`config.mk`:
```
export PLATFORM = sky130hd
export DESIGN_NAME = ssp_port
export DESIGN_NICKNAME = d
export VERILOG_FILES = /design/src/core/ssp_pkg.sv /design/src/core/ssp_port.sv /design/src/core/ssp_sync3.sv
export SDC_FILE = /design/constraint.sdc
export NUM_CORES = 1
export LEC_CHECK = 0
export BUFFER_PORTS_ARGS = -buffer_cell sky130_fd_sc_hd__buf_2
export CAP_MARGIN = 20
export CORE_MARGIN = 1
export CORE_UTILIZATION = 50
export DETAILED_ROUTE_END_ITERATION = 10
export GPL_TIMING_DRIVEN = 0
export PLACE_DENSITY = 0.66
export SYNTH_ARGS = -nofsm -noshare
export SYNTH_HDL_FRONTEND = slang
export SYNTH_SLANG_ARGS = --single-unit
```
`constraint.sdc`:
```
create_clock -name clk -period 7 [get_ports clk]
set_input_delay 1.4 -clock clk [delete_from_list [all_inputs] [get_ports clk]]
set_output_delay 1.4 -clock clk [all_outputs]
set_load 0.05 [all_outputs]
```
`src/core/ssp_pkg.sv`:
```
// constants, encodings and state types of the synchronous serial port
package ssp_pkg;

  // ************************************************************
  // register byte addresses
  // ************************************************************
  localparam logic [5:0] ADDR_CONTROL_ONE = 6'h00;
  localparam logic [5:0] ADDR_CONTROL_TWO = 6'h04;
  localparam logic [5:0] ADDR_STATUS      = 6'h08;
  localparam logic [5:0] ADDR_BUFFER_BASE = 6'h20;
  localparam int         BUFFER_WORDS     = 8;

  // ************************************************************
  // field positions
  // ************************************************************
  localparam int START_POS    = 7;
  localparam int ABORT_POS    = 6;
  localparam int MODE_LSB     = 3;
  localparam int CLKSEL_LSB   = 0;
  localparam int BASESEL_POS  = 5;
  localparam int WAITCTL_LSB  = 3;
  localparam int COUNT_LSB    = 0;
  localparam int BUSY_POS     = 7;
  localparam int SHIFTING_POS = 6;

  // ************************************************************
  // reset values
  // ************************************************************
  localparam logic [7:0] CONTROL_ONE_RESET = 8'h00;
  localparam logic [7:0] CONTROL_TWO_RESET = 8'h00;

  // ************************************************************
  // transfer modes and clock sources
  // ************************************************************
  localparam logic [2:0] MODE_TX8   = 3'h0;
  localparam logic [2:0] MODE_TX4   = 3'h1;
  localparam logic [2:0] MODE_TXRX8 = 3'h2;
  localparam logic [2:0] MODE_RX8   = 3'h5;
  localparam logic [2:0] MODE_RX4   = 3'h6;

  localparam logic [2:0] CLK_INT_MAX  = 3'h5;
  localparam logic [2:0] CLK_RESERVED = 3'h6;
  localparam logic [2:0] CLK_EXTERNAL = 3'h7;

  // divider exponents: serial period is 2**exp system clocks
  localparam int DIV_EXP_SLOW0 = 13;
  localparam int DIV_EXP_BASE1 = 10;
  localparam int DIV_EXP_C1    = 8;
  localparam int DIV_EXP_C2    = 7;
  localparam int DIV_EXP_C3    = 6;
  localparam int DIV_EXP_C4    = 5;
  localparam int DIV_EXP_C5    = 4;
  localparam int DIV_WIDTH     = 13;

  localparam logic [7:0] DUMMY_WORD = 8'hFF;

  typedef enum logic [1:0] {
    SSP_IDLE  = 2'b00,
    SSP_SHIFT = 2'b01,
    SSP_STALL = 2'b10
  } ssp_state_type;

endpackage

```
`src/core/ssp_port.sv`:
```
// synchronous serial port with avalon register slave
`timescale 1ns/1ps

// ************************************************************
// Overview of operation
// - codes 0-5 internal, 6 reserved, 7 external
// - internal clock drives pin, high at start
// - internal clock stalls until software services
// - transmit on falling, receive on rising
// - four-bit mode uses low nibble, zeroes high
// - words shift least significant bit first
// - burst of one to eight words, then irq
// - next word prefetched after first bit out
// - transmit irq after last word sent
// - transmit stall released by any buffer write
// - writes to unused buffers also release stall
// - start cleared: transmit-only modes finish burst, then drop busy
// - abort ends transfer and busy at once
// - external transmit without data sends dummy
// - receive stores words, irq when buffers full
// - receive stall released by any buffer read
// - reads of unused buffers also release stall
// - external receive overrun drops word, stops
// - receive stop finishes word; abort discards
// - mode change clears buffer contents
// - count n selects n+1 lowest buffers
// - busy falls at end or on abort
// ************************************************************
module ssp_port (
  input  wire logic        clk,
  input  wire logic        reset_n,
  input  wire logic [5:0]  avs_address,
  input  wire logic        avs_read,
  input  wire logic        avs_write,
  input  wire logic [31:0] avs_writedata,
  input  wire logic [3:0]  avs_byteenable,
  output logic      [31:0] avs_readdata,
  output logic             avs_waitrequest,
  input  wire logic        sck_in,
  output logic             sck_out,
  output logic             sck_oe_n,
  output logic             so_out,
  input  wire logic        si_in,
  output logic             serial_done_irq,
  output logic             transfer_busy_flag
);

  // ************************************************************
  // state
  // ************************************************************
  typedef struct packed {
    logic                          start;
    logic [2:0]                    mode;
    logic [2:0]                    clksel;
    logic                          base_sel;
    logic [1:0]                    wait_ctl;
    logic [2:0]                    count;
    logic [7:0][7:0]               bufs;
    logic                          pending;
    logic                          reload;
    logic                          dummy;
    logic [2:0]                    idx;
    logic [2:0]                    bitcnt;
    logic [7:0]                    shreg;
    logic [7:0]                    pre;
    logic                          sck;
    logic                          sck_prev;
    logic                          so;
    logic                          sck_drive;
    logic                          busy;
    logic                          shifting;
    logic                          irq;
    logic [ssp_pkg::DIV_WIDTH-1:0] div;
    ssp_pkg::ssp_state_type        state;
    logic                          waitreq;
    logic [31:0]                   rdata;
  } ssp_regs_type;

  ssp_regs_type s_r;
  ssp_regs_type s_nxt;

  logic sck_sync;
  logic si_sync;

  ssp_sync3 u_sync_sck (
    .clk       (clk),
    .reset_n   (reset_n),
    .pin_in    (sck_in),
    .level_out (sck_sync)
  );

  ssp_sync3 u_sync_si (
    .clk       (clk),
    .reset_n   (reset_n),
    .pin_in    (si_in),
    .level_out (si_sync)
  );

  // ************************************************************
  // decode helpers
  // ************************************************************
  function automatic logic mode_tx(input logic [2:0] m);
    return (m == ssp_pkg::MODE_TX8) || (m == ssp_pkg::MODE_TX4) ||
           (m == ssp_pkg::MODE_TXRX8);
  endfunction

  function automatic logic mode_rx(input logic [2:0] m);
    return (m == ssp_pkg::MODE_RX8) || (m == ssp_pkg::MODE_RX4) ||
           (m == ssp_pkg::MODE_TXRX8);
  endfunction

  function automatic logic mode_four(input logic [2:0] m);
    return (m == ssp_pkg::MODE_TX4) || (m == ssp_pkg::MODE_RX4);
  endfunction

  // half period mask of the free divider for each internal code
  function automatic logic [ssp_pkg::DIV_WIDTH-1:0] div_mask(
    input logic [2:0] sel,
    input logic       base
  );
    int e;
    e = ssp_pkg::DIV_EXP_C5;
    unique case (sel)
      3'h0: e = base ? ssp_pkg::DIV_EXP_BASE1 : ssp_pkg::DIV_EXP_SLOW0;
      3'h1: e = ssp_pkg::DIV_EXP_C1;
      3'h2: e = ssp_pkg::DIV_EXP_C2;
      3'h3: e = ssp_pkg::DIV_EXP_C3;
      3'h4: e = ssp_pkg::DIV_EXP_C4;
      default: e = ssp_pkg::DIV_EXP_C5;
    endcase
    return ssp_pkg::DIV_WIDTH'((1 << (e - 1)) - 1);
  endfunction

  // ************************************************************
  // next state
  // ************************************************************
  logic       internal_clk;
  logic       external_clk;
  logic       tick;
  logic       fall;
  logic       rise;
  logic       is_tx;
  logic       is_rx;
  logic       buf_hit;
  logic       buf_wr;
  logic       buf_rd;
  logic       abort;
  logic       last_bit;
  logic       last_word;
  logic [2:0] buf_idx;
  logic [7:0] sh;
  logic [7:0] src;
  logic [7:0] wdata;

  always_comb begin
    s_nxt        = s_r;
    s_nxt.irq    = 1'b0;
    s_nxt.div    = s_r.div + ssp_pkg::DIV_WIDTH'(1);
    buf_wr       = 1'b0;
    buf_rd       = 1'b0;
    abort        = 1'b0;
    sh           = {si_sync, s_r.shreg[7:1]};
    src          = s_r.bufs[0];
    wdata        = avs_writedata[7:0];
    buf_hit      = (avs_address[5] == 1'b1) && (avs_address[1:0] == 2'b00);
    buf_idx      = avs_address[4:2];
    is_tx        = mode_tx(s_r.mode);
    is_rx        = mode_rx(s_r.mode);
    internal_clk = (s_r.clksel <= ssp_pkg::CLK_INT_MAX);
    external_clk = (s_r.clksel == ssp_pkg::CLK_EXTERNAL);
    tick         = internal_clk &&
                   ((s_r.div & div_mask(s_r.clksel, s_r.base_sel)) ==
                    div_mask(s_r.clksel, s_r.base_sel));
    // reserved code makes neither edge
    fall = internal_clk ? (tick && s_r.sck)
                        : (external_clk && s_r.sck_prev && !sck_sync);
    rise = internal_clk ? (tick && !s_r.sck)
                        : (external_clk && !s_r.sck_prev && sck_sync);
    last_bit  = s_r.bitcnt == (mode_four(s_r.mode) ? 3'h3 : 3'h7);
    last_word = s_r.idx == s_r.count;
    s_nxt.sck_prev  = sck_sync;
    s_nxt.sck_drive = internal_clk;

    // avalon slave: one wait cycle, then the access completes
    if ((avs_read || avs_write) && s_r.waitreq) begin
      s_nxt.waitreq = 1'b0;
      s_nxt.rdata   = 32'h0000_0000;
      if (buf_hit) begin
        s_nxt.rdata[7:0] = s_r.bufs[buf_idx];
      end else if (avs_address == ssp_pkg::ADDR_CONTROL_ONE) begin
        s_nxt.rdata[7:0] = {s_r.start, 1'b0, s_r.mode, s_r.clksel[2:0]};
      end else if (avs_address == ssp_pkg::ADDR_CONTROL_TWO) begin
        s_nxt.rdata[7:0] = {2'b00, s_r.base_sel, s_r.wait_ctl, s_r.count};
      end else if (avs_address == ssp_pkg::ADDR_STATUS) begin
        s_nxt.rdata[ssp_pkg::BUSY_POS]     = s_r.busy;
        s_nxt.rdata[ssp_pkg::SHIFTING_POS] = s_r.shifting;
      end
    end else if (!s_r.waitreq) begin
      s_nxt.waitreq = 1'b1;
      if (avs_write && avs_byteenable[0]) begin
        if (buf_hit) begin
          s_nxt.bufs[buf_idx] = wdata;
          buf_wr = 1'b1;
        end else if (avs_address == ssp_pkg::ADDR_CONTROL_ONE) begin
          s_nxt.start  = wdata[ssp_pkg::START_POS];
          abort        = wdata[ssp_pkg::ABORT_POS];
          s_nxt.mode   = wdata[ssp_pkg::MODE_LSB +: 3];
          s_nxt.clksel = wdata[ssp_pkg::CLKSEL_LSB +: 3];
          if (wdata[ssp_pkg::MODE_LSB +: 3] != s_r.mode) begin
            s_nxt.bufs = '0;
          end
        end else if (avs_address == ssp_pkg::ADDR_CONTROL_TWO) begin
          s_nxt.base_sel = wdata[ssp_pkg::BASESEL_POS];
          s_nxt.wait_ctl = wdata[ssp_pkg::WAITCTL_LSB +: 2];
          s_nxt.count    = wdata[ssp_pkg::COUNT_LSB +: 3];
        end
      end else if (avs_read && buf_hit) begin
        buf_rd = 1'b1;
      end
    end

    // a transmit-mode write or receive-mode read of any buffer, used or not, services the port
    if ((is_tx && buf_wr) || (is_rx && buf_rd)) begin
      s_nxt.pending = 1'b0;
    end

    unique case (s_r.state)
      ssp_pkg::SSP_IDLE: begin
        s_nxt.sck      = 1'b1;
        s_nxt.busy     = 1'b0;
        s_nxt.shifting = 1'b0;
        s_nxt.pending  = 1'b0;
        if (s_r.start && (is_tx || is_rx) &&
            (s_r.clksel != ssp_pkg::CLK_RESERVED)) begin
          s_nxt.state    = ssp_pkg::SSP_SHIFT;
          s_nxt.sck      = 1'b1;
          s_nxt.busy     = 1'b1;
          s_nxt.shifting = 1'b1;
          s_nxt.idx      = 3'h0;
          s_nxt.bitcnt   = 3'h0;
          s_nxt.reload   = 1'b1;
          s_nxt.dummy    = 1'b0;
        end
      end
      ssp_pkg::SSP_SHIFT: begin
        if (tick) begin
          s_nxt.sck = !s_r.sck;
        end
        // data out changes on the falling edge
        if (fall && (s_r.bitcnt == 3'h0)) begin
          if (s_r.reload) begin
            if (external_clk && is_tx && s_r.pending) begin
              src         = ssp_pkg::DUMMY_WORD;
              s_nxt.dummy = 1'b1;
            end
            s_nxt.shreg  = src;
            s_nxt.so     = src[0];
            s_nxt.reload = 1'b0;
          end else begin
            s_nxt.so = s_r.shreg[0];
          end
          s_nxt.pre = s_r.bufs[s_r.idx + 3'h1];
        end else if (fall) begin
          s_nxt.so = s_r.shreg[0];
        end
        // data in is sampled on the rising edge
        if (rise) begin
          s_nxt.shreg  = sh;
          s_nxt.bitcnt = s_r.bitcnt + 3'h1;
          if (last_bit) begin
            s_nxt.bitcnt = 3'h0;
            if (external_clk && is_rx && s_r.pending) begin
              s_nxt.state = ssp_pkg::SSP_IDLE;
            end else begin
              if (is_rx) begin
                s_nxt.bufs[s_r.idx] = mode_four(s_r.mode) ?
                                      {4'h0, sh[7:4]} : sh;
              end
              if (s_r.dummy || (is_rx && !s_r.start)) begin
                s_nxt.state = ssp_pkg::SSP_IDLE;
              end else if (last_word) begin
                s_nxt.irq     = 1'b1;
                s_nxt.pending = 1'b1;
                s_nxt.idx     = 3'h0;
                s_nxt.reload  = 1'b1;
                if (!s_r.start) begin
                  s_nxt.state = ssp_pkg::SSP_IDLE;
                end else if (internal_clk) begin
                  s_nxt.state = ssp_pkg::SSP_STALL;
                end
              end else begin
                s_nxt.idx = s_r.idx + 3'h1;
                if (is_tx) begin
                  s_nxt.shreg = s_r.pre;
                end
              end
            end
          end
        end
      end
      ssp_pkg::SSP_STALL: begin
        // clock parked high while waiting for service
        s_nxt.sck      = 1'b1;
        s_nxt.shifting = 1'b0;
        if (!s_nxt.pending) begin
          s_nxt.state    = ssp_pkg::SSP_SHIFT;
          s_nxt.shifting = 1'b1;
        end
        if (!s_r.start) begin
          s_nxt.state = ssp_pkg::SSP_IDLE;
        end
      end
      default: begin
        s_nxt.state = ssp_pkg::SSP_IDLE;
      end
    endcase

    // abort wins over the state machine, not a same-cycle irq, and drops busy at once
    if (abort) begin
      s_nxt.state    = ssp_pkg::SSP_IDLE;
      s_nxt.busy     = 1'b0;
      s_nxt.shifting = 1'b0;
      s_nxt.sck      = 1'b1;
      s_nxt.pending  = 1'b0;
    end else if (s_nxt.state == ssp_pkg::SSP_IDLE) begin
      s_nxt.busy = 1'b0;
    end

    // a burst-done event beats a same-cycle service
    if (s_nxt.irq) begin
      s_nxt.pending = 1'b1;
    end
  end

  // ************************************************************
  // registers
  // ************************************************************
  always_ff @(posedge clk) begin
    if (!reset_n) begin
      s_r          <= '0;
      s_r.start    <= ssp_pkg::CONTROL_ONE_RESET[ssp_pkg::START_POS];
      s_r.count    <= ssp_pkg::CONTROL_TWO_RESET[2:0];
      s_r.state    <= ssp_pkg::SSP_IDLE;
      s_r.waitreq  <= 1'b1;
      s_r.sck      <= 1'b1;
      s_r.sck_prev <= 1'b1;
      s_r.so       <= 1'b1;
    end else begin
      s_r <= s_nxt;
    end
  end

  assign avs_readdata       = s_r.rdata;
  assign avs_waitrequest    = s_r.waitreq;
  assign sck_out            = s_r.sck;
  assign sck_oe_n           = !s_r.sck_drive;
  assign so_out             = s_r.so;
  assign serial_done_irq    = s_r.irq;
  assign transfer_busy_flag = s_r.busy;

endmodule // ssp_port

```
`src/core/ssp_sync3.sv`:
```
// three-stage input synchroniser with agreement filter
`timescale 1ns/1ps

// ************************************************************
// pin synchroniser
// ************************************************************
module ssp_sync3 (
  input  wire logic clk,
  input  wire logic reset_n,
  input  wire logic pin_in,
  output logic      level_out
);

  typedef struct packed {
    logic [2:0] stage;
    logic       level;
  } ssp_sync_regs_type;

  ssp_sync_regs_type s_r;
  ssp_sync_regs_type s_nxt;

  // external pulses of two or more cycles always pass the filter
  always_comb begin
    s_nxt       = s_r;
    s_nxt.stage = {s_r.stage[1:0], pin_in};
    if (s_r.stage[1] == s_r.stage[2]) begin
      s_nxt.level = s_r.stage[2];
    end
  end

  // idle pin level is high, so every stage starts high
  always_ff @(posedge clk) begin
    if (!reset_n) begin
      s_r <= '1;
    end else begin
      s_r <= s_nxt;
    end
  end

  assign level_out = s_r.level;

endmodule // ssp_sync3

```
==> out/metrics.csv <==
metric,value,unit
grt_pass1_vias,7173,
yosys.area_share.simple,0.179,
ir_drop,0.177,mV
post_cts_buffers,0,
rsz0062_at_grt,false,
grt_pass1_wl,40100,um
initial_core_util,0.514,
gp_congestion,0.927,
seq_area_frac_synth,0.330,
tns,0,ns
insertion_delay,0.43,ns
path_buf_inv,4,
comb_power_share,0.072,
async_flop_share,0,
post-place-ws,1.55,ns
synth_compound_area_frac,0.194,
fin_crit_sh,0.787,
fin_nets,1077,
status,completed,
min-delay-path-class,flip-flop to flip-flop,
wl_met3,1820,um
ctsResizeCount,0,
grt_overflow,0,
switching_share,0.232,
syn_inst,941,
wl_met2,12500,um
path_clk_slew,0.06,ns
cp_slowest_cell,nor4_4,
ios,86,
cpLargestDelayFamily,simple AND/OR/NAND/NOR gates,
timing.hold.ws,0.416,ns
hold_buffers,0,
cp.arrival,5.85,ns
synth-seq-cells,141,
grt_max_degree,17,
power_density,204,nW/um2
finalHoldViolCount,0,
synth_top_cell_by_area,dfxtp_1,
hpwl,18700,um
numCtsBuffers,17,
fmax,182,MHz
period_needed,5.51,ns
syn_area_per_cell,9.09,um2
cp_max_fo,10,
synth-main-ff-cell,dfxtp_1,
cts_buffer_depth,2,
p_seq_frac,0.410,
cts_tree,yes,
drive_gt1_frac,0.147,
synth_mux_area_frac,0.195,
antenna_found_initial,0,
clock-root-buffer,clkbuf_16,
antennaDiodeCount,0,
synth_area,8560,um2
required,7.35,ns
wirelength,25700,um
fp.dieH,133,um
max_stage_delay,0.73,ns
dr.pass1.iters,6,
die_x,133,um
tightest_slew,1.12,ns
cts_htree_levels,4,
crit_chain,"clkbuf_1, nor2b_1, o21bai_1, ha_1, buf_2, nand2b_1, or3_1, ha_1, clkbuf_1, nand3_1, a221oi_1, nor4_1, o211ai_1, o31a_1, or4_1, buf_2, nor4_4, mux2i_1",
wl_met1,10700,um
ys_types,71,
yosys.area.top_type_share,0.330,
drv_slew,0,
critPathCaptureType,flip-flop,
cts.sinks,141,
fin_area,9760,um2
routed.top_layer,met4,
crit_type,flip-flop to flip-flop,
wl_per_cell,20.5,um
die_area,17600,um2
finalClockSkew,0.0128,ns
yosys_warnings,0,
synth-xor-area-share,0.0184,
synth_top_family_by_area,multiplexers,
vias_per_cell,6.09,
ant_nets,0,
area_growth,14.1,%
leakage,3.88,nW
yosys-top-cells-area,"dfxtp_1, mux2i_1, mux4_2",
grt_usage,0.297,
rows,47,
port_buffers,32,
fin_ws,1.49,ns
p_switching,0.461,mW
start_kind,flip-flop,
synth_edf_count,0,
internal-power,1.53,mW
dr.first_iter.drc_count,715,
dpl_cell_area,9080,um2
maxCapViolCount,0,
synth_fa_ha_area_frac,0.0158,
core_region_area,16600,um2
slew_headroom,0.249,
clockPowerShare,0.518,
finalSetupViolCount,0,
vias,7628,
route.detailed.drc,0,
[path summary, 6_finish.rpt]
check                            startpoint                              to  slack, ns  cells after the start
max                   s_r[150]$_SDFFE_PN0P_             s_r[141]$_SDFF_PN0_       1.49                     18
min          u_sync_sck.s_nxt[2]$_SDFF_PN1_  u_sync_sck.s_nxt[3]$_SDFF_PN1_       0.42                      1
min reg2reg  u_sync_sck.s_nxt[2]$_SDFF_PN1_  u_sync_sck.s_nxt[3]$_SDFF_PN1_       0.42                      1
max reg2reg           s_r[150]$_SDFFE_PN0P_             s_r[141]$_SDFF_PN0_       1.49                     18
[cells in the mapped netlist (3+ instances only)]
library cell / n
a221oi_1: 9
ha_1: 10
dfxtp_1: 141
a22o_1: 65
a21o_1: 4
clkbuf_1: 48
mux2_2: 4
mux2i_1: 90
o31a_1: 3
nand3_1: 40
o21a_1: 5
buf_1: 13
nor3b_1: 3
a21oi_1: 38
a211o_1: 4
buf_4: 32
nor3_1: 18
o221ai_1: 10
nand2_1: 107
or3_1: 9
o21ai_0: 21
nor4_4: 4
o211ai_1: 3
nor2b_1: 8
nand4_1: 7
nor2_1: 57
a211oi_1: 11
xor2_1: 7
nor4_1: 5
o21bai_1: 3
a31oi_1: 4
and2_1: 12
nand2b_1: 22
o21ai_1: 10
xnor2_1: 11
o31ai_1: 3
inv_1: 16
mux4_2: 32
o211a_1: 14
[state kept, by name (all words and copies together), names as in the netlist]
signal                cells
s_r                     120
u_sync_sck.s_r            1
avs_waitrequest           1
sck_out                   1
u_sync_sck.level_out      1
u_sync_sck.s_nxt          2
so_out                    1
u_sync_si.level_out       1
avs_readdata              8
u_sync_si.s_nxt           2
transfer_busy_flag        1
u_sync_si.s_r             1
serial_done_irq           1
[area by class of cell]
type	count	area (um2)
fillers	1519	6880
multi-input cells	706	5240
flip-flops and latches	141	2820
plain buffers	97	502
clock buffers	21	450
well taps	220	275
clock inverters	11	214
repair buffers	36	180
inverters	20	80.1
[per-layer routing]
layer,vias up,GRT usage
li1,3598,-
met1,3647,0.370
met2,333,0.508
met3,50,0.0579
met4,0,0.102
met5,-,0
[cell usage in the layout, fill, tap and decap left out, types with 4 or more instances in the layout]
| cell | synthesis | routed |
|---|---|---|
| dfxtp_1 | 141 | 141 |
| nand2_1 | 107 | 107 |
| mux2i_1 | 90 | 90 |
| a22o_1 | 65 | 65 |
| nor2_1 | 57 | 57 |
| clkbuf_1 | 48 | 51 |
| nand3_1 | 40 | 40 |
| buf_2 | 2 | 38 |
| a21oi_1 | 38 | 38 |
| mux4_2 | 32 | 32 |
| buf_4 | 32 | 32 |
| conb_1 | 1 | 24 |
| nand2b_1 | 22 | 22 |
| o21ai_0 | 21 | 21 |
| nor3_1 | 18 | 18 |
| clkbuf_16 | 0 | 17 |
| inv_1 | 16 | 16 |
| o211a_1 | 14 | 14 |
| buf_1 | 13 | 13 |
| and2_1 | 12 | 12 |
| xnor2_1 | 11 | 11 |
| a211oi_1 | 11 | 11 |
| o221ai_1 | 10 | 10 |
| o21ai_1 | 10 | 10 |
| ha_1 | 10 | 10 |
| or3_1 | 9 | 9 |
| a221oi_1 | 9 | 9 |
| nor2b_1 | 8 | 8 |
| nand4_1 | 7 | 7 |
| xor2_1 | 7 | 7 |
| bufinv_16 | 0 | 6 |
| o21a_1 | 5 | 5 |
| nor4_1 | 5 | 5 |
| a21o_1 | 4 | 4 |
| a211o_1 | 4 | 4 |
| a31oi_1 | 4 | 4 |
| mux2_2 | 4 | 4 |
| nor4_4 | 4 | 4 |
[through the flow]
stage | power [mW] | utilization | instances
after floorplan | 0.938 | - | 964
after global placement | 0.973 | 0.546 | 1216
after detailed placement | 0.974 | 0.546 | 1217
after CTS | 1.99 | 0.586 | 1249
after global routing | 2.04 | 0.587 | 1252
final | 1.99 | 0.587 | 1252
[cells by family after synthesis]
group,Yosys count
compound gates,221
xor+xnor,18
fa+ha+maj,11
buf+inv,117
flops,141
mux,126
other cells,1
simple gates,306
[power groups by stage]
stage                     clock [mW]  combinational [mW]  sequential (mW)
after detailed placement           0               0.141            0.832
after global routing            1.07               0.151            0.815
after floorplan                    0               0.106            0.832
after global placement             0               0.141            0.832
after CTS                       1.04               0.142            0.815
final                           1.03               0.143            0.815
Note: power is estimated with default switching activity, not from simulation.
